--- src/verilog/rgi2c_cfg.svh ---
`ifndef RGI2C_CFG_SVH
`define RGI2C_CFG_SVH

// bus addressing
`define RGI2C_TARGET_ADDR    7'h70
`define RGI2C_MCODE_PREFIX   5'h01
`define RGI2C_BITS_PER_BYTE  4'h8

// register offsets
`define RGI2C_REG_TARGET     8'h01
`define RGI2C_REG_CTRL       8'h02
`define RGI2C_REG_VENDOR     8'h40
`define RGI2C_REG_DIE        8'h41

// field positions inside the control register
`define RGI2C_CTRL_BYPASS    3
`define RGI2C_CTRL_FIXED     2

// power-on values
`define RGI2C_TARGET_RST     7'h00
`define RGI2C_CTRL_BIT_RST   1'b0
`define RGI2C_PTR_RST        8'h00

`endif

--- src/verilog/rgi2c_port_end.sv ---
`timescale 1ns/100ps
`default_nettype none
`default_nettype wire

--- src/verilog/rgi2c_pkg.sv ---
`default_nettype none

package rgi2c_pkg;

	// transaction phases of the target port
	typedef enum logic [3:0] {
		ST_IDLE,
		ST_ADDR,
		ST_ADDR_ACK,
		ST_REG,
		ST_REG_ACK,
		ST_WDATA,
		ST_WDATA_ACK,
		ST_RDATA,
		ST_RDATA_ACK,
		ST_SKIP
	} rgi2c_state_e;

endpackage

`default_nettype wire

--- src/verilog/rgi2c_port.sv ---
// Function
// answer only target address 0x70, byte 0xE0 with write bit low.
// sample data on SCL rise; change SDA only while SCL is low.
// transactions start from idle with a START, SDA falling while SCL high.
// STOP, SDA rising while SCL high, returns the port to idle matching.
// reads send register address, repeated start, then address with read bit.
// master code 00001XXX after START is never acknowledged.
// repeated start after the master code enters high-speed mode.
// high-speed mode lasts until STOP; packets split by repeated starts.
// every byte moves most significant bit first.
// acknowledge by pulling SDA low in ninth clock; release for not-acknowledge.
// register 0x01 holds 7-bit target code, bit 7 reserved, resets zero.
// host never writes reserved target codes such as 0x00.
// register 0x02 bit 3 selects bypass when set, resets zero.
// register 0x02 bit 2 forces fixed frequency unless bypass is set.
// other control bits read zero; 0x40 is read-only vendor code.
// register 0x41 is read-only die code; writes do nothing.
// registers stay readable and writable while the regulator is shut down.
// SDA pulled low only for read data or acknowledge, else released.
// single-byte write and single-byte read sequences, each ended by STOP.
// unmapped writes acknowledged and dropped; unmapped reads return zero.
`timescale 1ns/100ps
`default_nettype none
`include "rgi2c_cfg.svh"

module rgi2c_port import rgi2c_pkg::*; (
	// clock and control
	input  wire logic       clk_sys,
	input  wire logic       srst,
	input  wire logic       clk_en,
	// i2c pins, sda is open drain
	input  wire logic       scl_in,
	input  wire logic       sda_in,
	output logic            sda_out,
	output logic            sda_oe,
	// regulator controls
	output logic      [6:0] regulated_output,
	output logic            bypass_mode,
	output logic            forced_fixed_freq,
	// link status
	output logic            hs_mode,
	output logic            addressed
);

	// synchronised pins and their previous samples
	logic [1:0]   pins_s;
	logic         scl_s;
	logic         sda_s;
	logic         scl_d_r;
	logic         sda_d_r;

	// line events
	logic         scl_rise;
	logic         scl_fall;
	logic         start_det;
	logic         stop_det;

	// transaction state
	rgi2c_state_e state_r;
	logic [3:0]   bit_cnt_r;
	logic [7:0]   shift_r;
	logic [7:0]   tx_r;
	logic [7:0]   reg_ptr_r;
	logic         mc_seen_r;
	logic         wr_stb_r;

	// decoded conditions
	logic         byte_end;
	logic         addr_hit;
	logic         mcode_hit;
	logic         rx_phase;
	logic         ack_phase;

	// register file wires
	logic [7:0]   rd_data;
	logic [6:0]   target_code;
	logic         bypass_bit;
	logic         fixed_bit;

	// both pins pass the same delay, so their order is kept
	rgi2c_sync u_sync (
		.clk_sys (clk_sys),
		.srst    (srst),
		.clk_en  (clk_en),
		.d_in    ({scl_in, sda_in}),
		.q_out   (pins_s)
	);

	assign scl_s = pins_s[1];
	assign sda_s = pins_s[0];

	// register map behind the port
	rgi2c_regs u_regs (
		.clk_sys     (clk_sys),
		.srst        (srst),
		.clk_en      (clk_en),
		.wr_stb      (wr_stb_r),
		.wr_addr     (reg_ptr_r),
		.wr_data     (shift_r),
		.rd_addr     (reg_ptr_r),
		.rd_data     (rd_data),
		.target_code (target_code),
		.bypass_bit  (bypass_bit),
		.fixed_bit   (fixed_bit)
	);

	// history of the synchronised lines; idle bus reads high
	always_ff @(posedge clk_sys) begin
		if (srst) begin
			scl_d_r <= 1'b1;
			sda_d_r <= 1'b1;
		end else if (clk_en) begin
			scl_d_r <= scl_s;
			sda_d_r <= sda_s;
		end
	end

	// edges of scl, and sda moving while scl stays high
	assign scl_rise  = scl_s & ~scl_d_r;
	assign scl_fall  = ~scl_s & scl_d_r;
	assign start_det = scl_s & scl_d_r & sda_d_r & ~sda_s;
	assign stop_det  = scl_s & scl_d_r & ~sda_d_r & sda_s;

	// a byte ends on the fall after its eighth rising edge
	assign byte_end  = scl_fall && (bit_cnt_r == `RGI2C_BITS_PER_BYTE);
	assign addr_hit  = (shift_r[7:1] == `RGI2C_TARGET_ADDR);
	assign mcode_hit = (shift_r[7:3] == `RGI2C_MCODE_PREFIX);

	// phases in which rising edges count bits
	assign rx_phase  = (state_r == ST_ADDR) || (state_r == ST_REG) ||
	                   (state_r == ST_WDATA) || (state_r == ST_RDATA);
	assign ack_phase = (state_r == ST_ADDR_ACK) || (state_r == ST_REG_ACK) ||
	                   (state_r == ST_WDATA_ACK) || (state_r == ST_RDATA_ACK);

	// transaction sequencer; start and stop override any phase
	always_ff @(posedge clk_sys) begin
		if (srst) begin
			state_r <= ST_IDLE;
		end else if (clk_en) begin
			if (stop_det) begin
				state_r <= ST_IDLE;
			end else if (start_det) begin
				state_r <= ST_ADDR;
			end else begin
				case (state_r)
					ST_IDLE: begin
						state_r <= ST_IDLE;
					end
					ST_ADDR: begin
						if (byte_end) begin
							// master code and foreign addresses are ignored
							state_r <= addr_hit ? ST_ADDR_ACK : ST_SKIP;
						end
					end
					ST_ADDR_ACK: begin
						if (scl_fall) begin
							// read bit still sits in the shift register
							state_r <= shift_r[0] ? ST_RDATA : ST_REG;
						end
					end
					ST_REG: begin
						if (byte_end) begin
							state_r <= ST_REG_ACK;
						end
					end
					ST_REG_ACK: begin
						if (scl_fall) begin
							state_r <= ST_WDATA;
						end
					end
					ST_WDATA: begin
						if (byte_end) begin
							state_r <= ST_WDATA_ACK;
						end
					end
					ST_WDATA_ACK: begin
						// single-byte writes: later bytes get no acknowledge
						if (scl_fall) begin
							state_r <= ST_SKIP;
						end
					end
					ST_RDATA: begin
						if (byte_end) begin
							state_r <= ST_RDATA_ACK;
						end
					end
					ST_RDATA_ACK: begin
						// master answers, normally with not-acknowledge
						if (scl_fall) begin
							state_r <= ST_SKIP;
						end
					end
					ST_SKIP: begin
						state_r <= ST_SKIP;
					end
					default: begin
						state_r <= ST_IDLE;
					end
				endcase
			end
		end
	end

	// bit counter and receive shifter, sampled on scl rise
	always_ff @(posedge clk_sys) begin
		if (srst) begin
			bit_cnt_r <= 4'h0;
			shift_r   <= 8'h00;
		end else if (clk_en) begin
			if (start_det || stop_det) begin
				bit_cnt_r <= 4'h0;
			end else if (ack_phase && scl_fall) begin
				bit_cnt_r <= 4'h0;
			end else if (rx_phase && scl_rise &&
			             (bit_cnt_r != `RGI2C_BITS_PER_BYTE)) begin
				bit_cnt_r <= bit_cnt_r + 4'h1;
				if (state_r != ST_RDATA) begin
					shift_r <= {shift_r[6:0], sda_s};
				end
			end
		end
	end

	// register pointer; kept across a repeated start for reads
	always_ff @(posedge clk_sys) begin
		if (srst) begin
			reg_ptr_r <= `RGI2C_PTR_RST;
		end else if (clk_en && (state_r == ST_REG) && byte_end) begin
			reg_ptr_r <= shift_r;
		end
	end

	// one-cycle write strobe once the data byte is complete
	always_ff @(posedge clk_sys) begin
		if (srst) begin
			wr_stb_r <= 1'b0;
		end else if (clk_en) begin
			// unmapped offsets are strobed too; the map drops them
			wr_stb_r <= (state_r == ST_WDATA) && byte_end && !start_det &&
			            !stop_det;
		end
	end

	// transmit shifter; loaded as the address acknowledge ends
	always_ff @(posedge clk_sys) begin
		if (srst) begin
			tx_r <= 8'h00;
		end else if (clk_en) begin
			if ((state_r == ST_ADDR_ACK) && scl_fall && shift_r[0]) begin
				tx_r <= {rd_data[6:0], 1'b0};
			end else if ((state_r == ST_RDATA) && scl_fall &&
			             (bit_cnt_r != `RGI2C_BITS_PER_BYTE)) begin
				tx_r <= {tx_r[6:0], 1'b0};
			end
		end
	end

	// open-drain driver, only ever changed on scl fall or a bus condition
	always_ff @(posedge clk_sys) begin
		if (srst) begin
			sda_oe <= 1'b0;
		end else if (clk_en) begin
			if (start_det || stop_det) begin
				sda_oe <= 1'b0;
			end else if (scl_fall) begin
				case (state_r)
					ST_ADDR: begin
						if (byte_end) begin
							sda_oe <= addr_hit;
						end
					end
					ST_REG: begin
						if (byte_end) begin
							sda_oe <= 1'b1;
						end
					end
					ST_WDATA: begin
						if (byte_end) begin
							sda_oe <= 1'b1;
						end
					end
					ST_ADDR_ACK: begin
						// first read bit follows the acknowledge directly
						sda_oe <= shift_r[0] & ~rd_data[7];
					end
					ST_RDATA: begin
						if (byte_end) begin
							sda_oe <= 1'b0;
						end else begin
							sda_oe <= ~tx_r[7];
						end
					end
					default: begin
						sda_oe <= 1'b0;
					end
				endcase
			end
		end
	end

	// master code detection and high-speed timing flag
	always_ff @(posedge clk_sys) begin
		if (srst) begin
			mc_seen_r <= 1'b0;
			hs_mode   <= 1'b0;
		end else if (clk_en) begin
			if (stop_det) begin
				mc_seen_r <= 1'b0;
				hs_mode   <= 1'b0;
			end else if (start_det) begin
				if (mc_seen_r) begin
					hs_mode <= 1'b1;
				end
				mc_seen_r <= 1'b0;
			end else if ((state_r == ST_ADDR) && byte_end && mcode_hit) begin
				mc_seen_r <= 1'b1;
			end
		end
	end

	// registered control outputs; fixed frequency has no effect in bypass
	always_ff @(posedge clk_sys) begin
		if (srst) begin
			regulated_output  <= `RGI2C_TARGET_RST;
			bypass_mode       <= `RGI2C_CTRL_BIT_RST;
			forced_fixed_freq <= `RGI2C_CTRL_BIT_RST;
		end else if (clk_en) begin
			regulated_output  <= target_code;
			bypass_mode       <= bypass_bit;
			forced_fixed_freq <= fixed_bit & ~bypass_bit;
		end
	end

	// sda data level is always low; only the enable toggles the line
	always_ff @(posedge clk_sys) begin
		if (srst) begin
			sda_out   <= 1'b0;
			addressed <= 1'b0;
		end else if (clk_en) begin
			sda_out   <= 1'b0;
			addressed <= (state_r != ST_IDLE) && (state_r != ST_SKIP) &&
			             (state_r != ST_ADDR);
		end
	end

endmodule // rgi2c_port

`default_nettype wire

--- src/verilog/rgi2c_sync.sv ---
`timescale 1ns/100ps
`default_nettype none

module rgi2c_sync import rgi2c_pkg::*; (
	// clock and control
	input  wire logic       clk_sys,
	input  wire logic       srst,
	input  wire logic       clk_en,
	// asynchronous pins and their synchronised copies
	input  wire logic [1:0] d_in,
	output logic      [1:0] q_out
);

	logic [1:0] meta_r;

	// two-stage synchroniser; first stage feeds only the second
	always_ff @(posedge clk_sys) begin
		if (srst) begin
			meta_r <= 2'h3;
			q_out  <= 2'h3;
		end else if (clk_en) begin
			meta_r <= d_in;
			q_out  <= meta_r;
		end
	end

endmodule // rgi2c_sync

`default_nettype wire

--- src/verilog/rgi2c_regs.sv ---
`timescale 1ns/100ps
`default_nettype none
`include "rgi2c_cfg.svh"

module rgi2c_regs import rgi2c_pkg::*; #(
	parameter logic [7:0] VENDOR_CODE = 8'h5a, // arbitrary value
	parameter logic [7:0] DIE_CODE    = 8'h3c  // arbitrary value
) (
	// clock and control
	input  wire logic       clk_sys,
	input  wire logic       srst,
	input  wire logic       clk_en,
	// write port
	input  wire logic       wr_stb,
	input  wire logic [7:0] wr_addr,
	input  wire logic [7:0] wr_data,
	// read port
	input  wire logic [7:0] rd_addr,
	output logic      [7:0] rd_data,
	// register contents
	output logic      [6:0] target_code,
	output logic            bypass_bit,
	output logic            fixed_bit
);

	// offset compare shared by the read and write decoders
	function automatic logic hit(input logic [7:0] addr, input logic [7:0] offs);
		hit = (addr == offs);
	endfunction

	// output target code; bit 7 is not stored
	always_ff @(posedge clk_sys) begin
		if (srst) begin
			target_code <= `RGI2C_TARGET_RST;
		end else if (clk_en && wr_stb && hit(wr_addr, `RGI2C_REG_TARGET)) begin
			target_code <= wr_data[6:0];
		end
	end

	// mode control bits; writes never depend on the regulator enable
	always_ff @(posedge clk_sys) begin
		if (srst) begin
			bypass_bit <= `RGI2C_CTRL_BIT_RST;
			fixed_bit  <= `RGI2C_CTRL_BIT_RST;
		end else if (clk_en && wr_stb && hit(wr_addr, `RGI2C_REG_CTRL)) begin
			bypass_bit <= wr_data[`RGI2C_CTRL_BYPASS];
			fixed_bit  <= wr_data[`RGI2C_CTRL_FIXED];
		end
	end

	// read mux; id codes are constants so writes to them vanish
	always_comb begin
		rd_data = 8'h00;
		if (hit(rd_addr, `RGI2C_REG_TARGET)) begin
			rd_data = {1'b0, target_code};
		end else if (hit(rd_addr, `RGI2C_REG_CTRL)) begin
			rd_data = 8'h00;
			rd_data[`RGI2C_CTRL_BYPASS] = bypass_bit;
			rd_data[`RGI2C_CTRL_FIXED]  = fixed_bit;
		end else if (hit(rd_addr, `RGI2C_REG_VENDOR)) begin
			rd_data = VENDOR_CODE;
		end else if (hit(rd_addr, `RGI2C_REG_DIE)) begin
			rd_data = DIE_CODE;
		end
	end

endmodule // rgi2c_regs

`default_nettype wire

--- config.mk ---
export PLATFORM = sky130hd
export DESIGN_NAME = rgi2c_port
export DESIGN_NICKNAME = d
export VERILOG_FILES = /design/src/verilog/rgi2c_port_end.sv /design/src/verilog/rgi2c_pkg.sv /design/src/verilog/rgi2c_port.sv /design/src/verilog/rgi2c_sync.sv /design/src/verilog/rgi2c_regs.sv
export VERILOG_INCLUDE_DIRS = /design/src /design/src/verilog
export SDC_FILE = /design/constraint.sdc
export NUM_CORES = 1
export LEC_CHECK = 0
export ABC_AREA = 1
export BUFFER_PORTS_ARGS = -buffer_cell sky130_fd_sc_hd__buf_2
export CORE_MARGIN = 5
export CORE_UTILIZATION = 45
export DETAILED_ROUTE_END_ITERATION = 10
export PLACE_DENSITY_LB_ADDON = 0.3
export SLEW_MARGIN = 25
export SYNTH_ARGS = -nofsm -noshare
export SYNTH_HDL_FRONTEND = slang
export SYNTH_SLANG_ARGS = --single-unit
--- constraint.sdc ---
create_clock -name clk_sys -period 1.7 [get_ports clk_sys]
set_clock_uncertainty 0.1 [all_clocks]
set_input_delay 0.255 -clock clk_sys [delete_from_list [all_inputs] [get_ports clk_sys]]
set_output_delay 0.255 -clock clk_sys [all_outputs]
set_load 0.02 [all_outputs]
==> metrics.sh <==
POWER-PER-CELL-AREA_nW_PER_UM2=1110
HOLDCRITPATHCLASS='input pin to register'
SYNTH_TOP_FLOP_CELL='dfxtp_1'
VIAS_PER_CELL=5.32
CRIT_CHAIN='nor2_2 -> nand2_1 -> nand2_1 -> nand3_1 -> nand2_1 -> nor2_1 -> o21ai_0 -> nor2_1'
SYNTH_EDF_COUNT=0
SYNTHARSTFLOPSHARE_PCT=0
SLOWEST_DELAY_NS=0.36
DETAIL_ROUTE.WIRELENGTH_UM=7270
PORTBUFFERS=16
SYN-INSTANCE-COUNT=423
FIN_CRIT_SH_PCT=96.6
SETUP_TNS_NS=0
VIA_COUNT_OF_THE_FIRST_GLOBAL_ROUTING_PASS=2506
YS_SEQ_AREA_SHARE_PCT=42.1
SYNTH_LARGEST_TYPE_AREA_FRACTION_PCT=42.1
SYNTH_TOP_CELLS_BY_AREA='dfxtp_1, nand2_1, nor2_1'
CP.REQUIRED_NS=1.83
CLK_PIN_SLEW_WORST_PATHS_NS=0.07
HTREE_LEVELS=3
NUM_ANTENNA_CELLS=0
FP.DIEAREA_UM2=8040
VIA_COUNT=2874
YOSYS.CELL_COUNT.TOP_TYPE='nand2_1'
HOLD_PATH_STARTPOINT='scl_in'
CTS_MADE_BUFFERS=9
CRITICAL_PATH.MAX_FANOUT=6
PWR-SHARE-CLK_PCT=33.3
INTERNAL_POWER_mW=2.51
POWER.TOTAL_mW=3.88
DP.FINAL_HPWL_UM=5010
WORST_R2R_STARTPOINT='state_r[2]'
CLOCKROOTBUFFER='clkbuf_8'
CTS_HOLD_BUFFERS=0
POWER_SHARE_OF_THE_COMBINATIONAL_GROUP_PCT=25.5
POST-ROUTE-UTIL_PCT=55.7
NUMBER_OF_REMAINING_DRC_ERRORS=0
WORST_EP_ARRIVAL_TIME_NS=1.77
CLOCK-SINKS=60
LEADING_CELL_TYPES_BY_COUNT_AFTER_SYNTHESIS='nand2_1, nor2_1, dfxtp_1'
CPMOSTUSEDCELL='nand2_1'
TIMING.CRITICAL_PATH.TO_TYPE='register'
CRIT_SLOWEST_CELL='dfxtp_2'
ROUTE.DETAILED.WL_PER_INST_UM=13.5
YOSYS_WARNINGS=0
IOS=18
TIMING.MAX_CAP.VIOLATIONS=0
PWR-SHARE-SEQ_PCT=41.2
PLACED_CELLS_INCL_TAPS=518
CTS_BUFFER_DEPTH=2
SETUP.WORST_PATH.START='state_r[2]'
SYNTH_TOP_AREA_CELL='dfxtp_1'
SWITCHINGPOWER_mW=1.38
GLOBAL_ROUTE.USAGE.TOTAL_PCT=18.6
TRITONCTS_CLOCK_TREE='yes'
START_UTIL_PCT=45.5
STARTPOINT_TYPE='register'
MIN_PERIOD_NS=1.64
SETUP_VIOL=0
GRT_START_MAX_NET_PINS=48
DIE_HEIGHT_UM=89.7
FINALHOLDVIOLATIONS=0
IR_WORST_VDD_uV=605
SETUP.WORST_PATH.CLASS='register to register'
DIE_X_UM=89.7
POWER.STATIC_LEAKAGE_nW=1.59
DESIGN.CORE.AREA_UM2=6280
SLEW_VIOL_FINAL=0
FIRST_PASS_ITERS=6
POST_ROUTE_CELLS_DRIVE_ABOVE_1_SHARE_PCT=23.5
YOSYS_REGISTER_BITS=60
GRT_ANTENNA_BEFORE_REPAIR=0
SYNTH.CELL_AREA_UM2=2860
AREA_GROWTH_FROM_SYNTHESIS_TO_FINAL_LAYOUT_PCT=22.3
FLOORPLAN.ROWS=29
RUN_STATUS='completed'
SYNTH_CELL_TYPES=30
WORST_SKEW_PAIR.LATE_LATENCY_NS=0.33
WORST_HOLD_SLACK_NS=0.0287
ROUTABILITYCONGESTION=0.888
INITIALDRTVIOLATIONCOUNT=379
INSTANCES_NO_FILL=540
SYN-NUM-NETS=430
SWITCHING_SHARE_PCT=35.4
RSZ0062_AT_GRT='true'
FINAL_NETS=465
OVERFLOW=0
MAX_FREQ_MHz=609
GRT_FIRST_PASS_WIRELENGTH_UM=11700
SYN_AREA_PER_CELL_UM2=6.75
ANTENNA_LEFT=0
## layer usage
metal,wire (µm),global-route usage [%],vias up
met5,0,0,-
met1,3460,26.4,1339
met3,380,3.19,13
met2,3310,27.9,73
li1,-,-,1449
met4,125,7.31,0
## worst max-delay path: cells and delay by family (launching register included)
family	cells	cell delay, ns
compound gates	1	0.15
flops	1	0.36
simple gates	7	0.94
## placed cells by master (no fill, tap or decap), types with 8 or more instances in the layout
master    Yosys  layout
dfxtp_1      60      52
buf_4         2      15
buf_2         2      16
dfxtp_2       0       8
nor2_1       71      66
inv_1        37      32
nand3_1      29      27
a21oi_1      40      34
nand2_1      87      82
clkbuf_8      0       9
inv_2         7      11
o21ai_0      41      38
## state kept, by name, indices dropped and copies added (netlist names)
| register | flops |
|---|---|
| shift_r | 8 |
| scl_d_r | 1 |
| u_regs.fixed_bit | 1 |
| reg_ptr_r | 8 |
| sda_d_r | 1 |
| sda_oe | 1 |
| regulated_output | 7 |
| u_sync.q_out | 2 |
| bit_cnt_r | 4 |
| bypass_mode | 1 |
| u_regs.bypass_bit | 1 |
| addressed | 1 |
| tx_r | 7 |
| u_sync.meta_r | 2 |
| forced_fixed_freq | 1 |
| state_r | 4 |
| wr_stb_r | 1 |
| hs_mode | 1 |
| mc_seen_r | 1 |
| u_regs.target_code | 7 |
## area by class of cell
type | count | area (µm²)
fill | 586 | 2780
multi-input combinational | 307 | 1570
sequential | 60 | 1210
timing repair buffer | 35 | 246
inverter | 44 | 168
clock buffer | 9 | 124
tap | 77 | 96.3
clock inverter | 7 | 75.1
timing repair inverter | 1 | 5.00
## power groups by stage
| stage | logic (mW) | clock network (mW) | registers, mW |
|---|---|---|---|
| global placement | 0.900 | 0 | 1.61 |
| floorplan | 0.693 | 0 | 1.61 |
| detailed placement | 0.907 | 0 | 1.61 |
| global route | 1.11 | 1.37 | 1.61 |
| CTS | 0.910 | 1.32 | 1.58 |
| finish | 0.989 | 1.29 | 1.60 |
## metrics by stage
stage                     worst slack, ns  area, µm²
after global routing              -0.0375       3490
after global placement             0.0418       3100
after floorplan                    0.0650       2860
after detailed placement           0.0231       3100
after CTS                          0.0168       3300
final                              0.0570       3490
## cells by family (layout without fill, tap and decap cells)
| logic type | count (synthesis) | in the layout | synth area share, % |
|---|---|---|---|
| simple gates | 211 | 212 | 32.0 |
| compound gates | 89 | 90 | 16.3 |
| flops | 60 | 60 | 42.1 |
| buf+inv | 58 | 96 | 8.02 |
| fa+ha+maj | 2 | 2 | 0.876 |
| xor+xnor | 2 | 2 | 0.614 |
| other cells | 1 | 1 | 0.131 |
## timing repair
item                                    in CTS  in global routing
endpoints found under the setup margin       0                 37
gates resized for setup                      0                 51
hold endpoints to repair                     0                  0
setup buffers                                0                  3
## worst paths after layout
check / end / slack [ns] / cells after the start
hold / removal: u_sync.meta_r[1] / 0.03 / 3
setup / recovery: sda_oe / 0.06 / 8
setup reg to reg: sda_oe / 0.06 / 8
hold reg to reg: u_sync.meta_r[1] / 0.36 / 2
(Power assumes the default switching activity.)
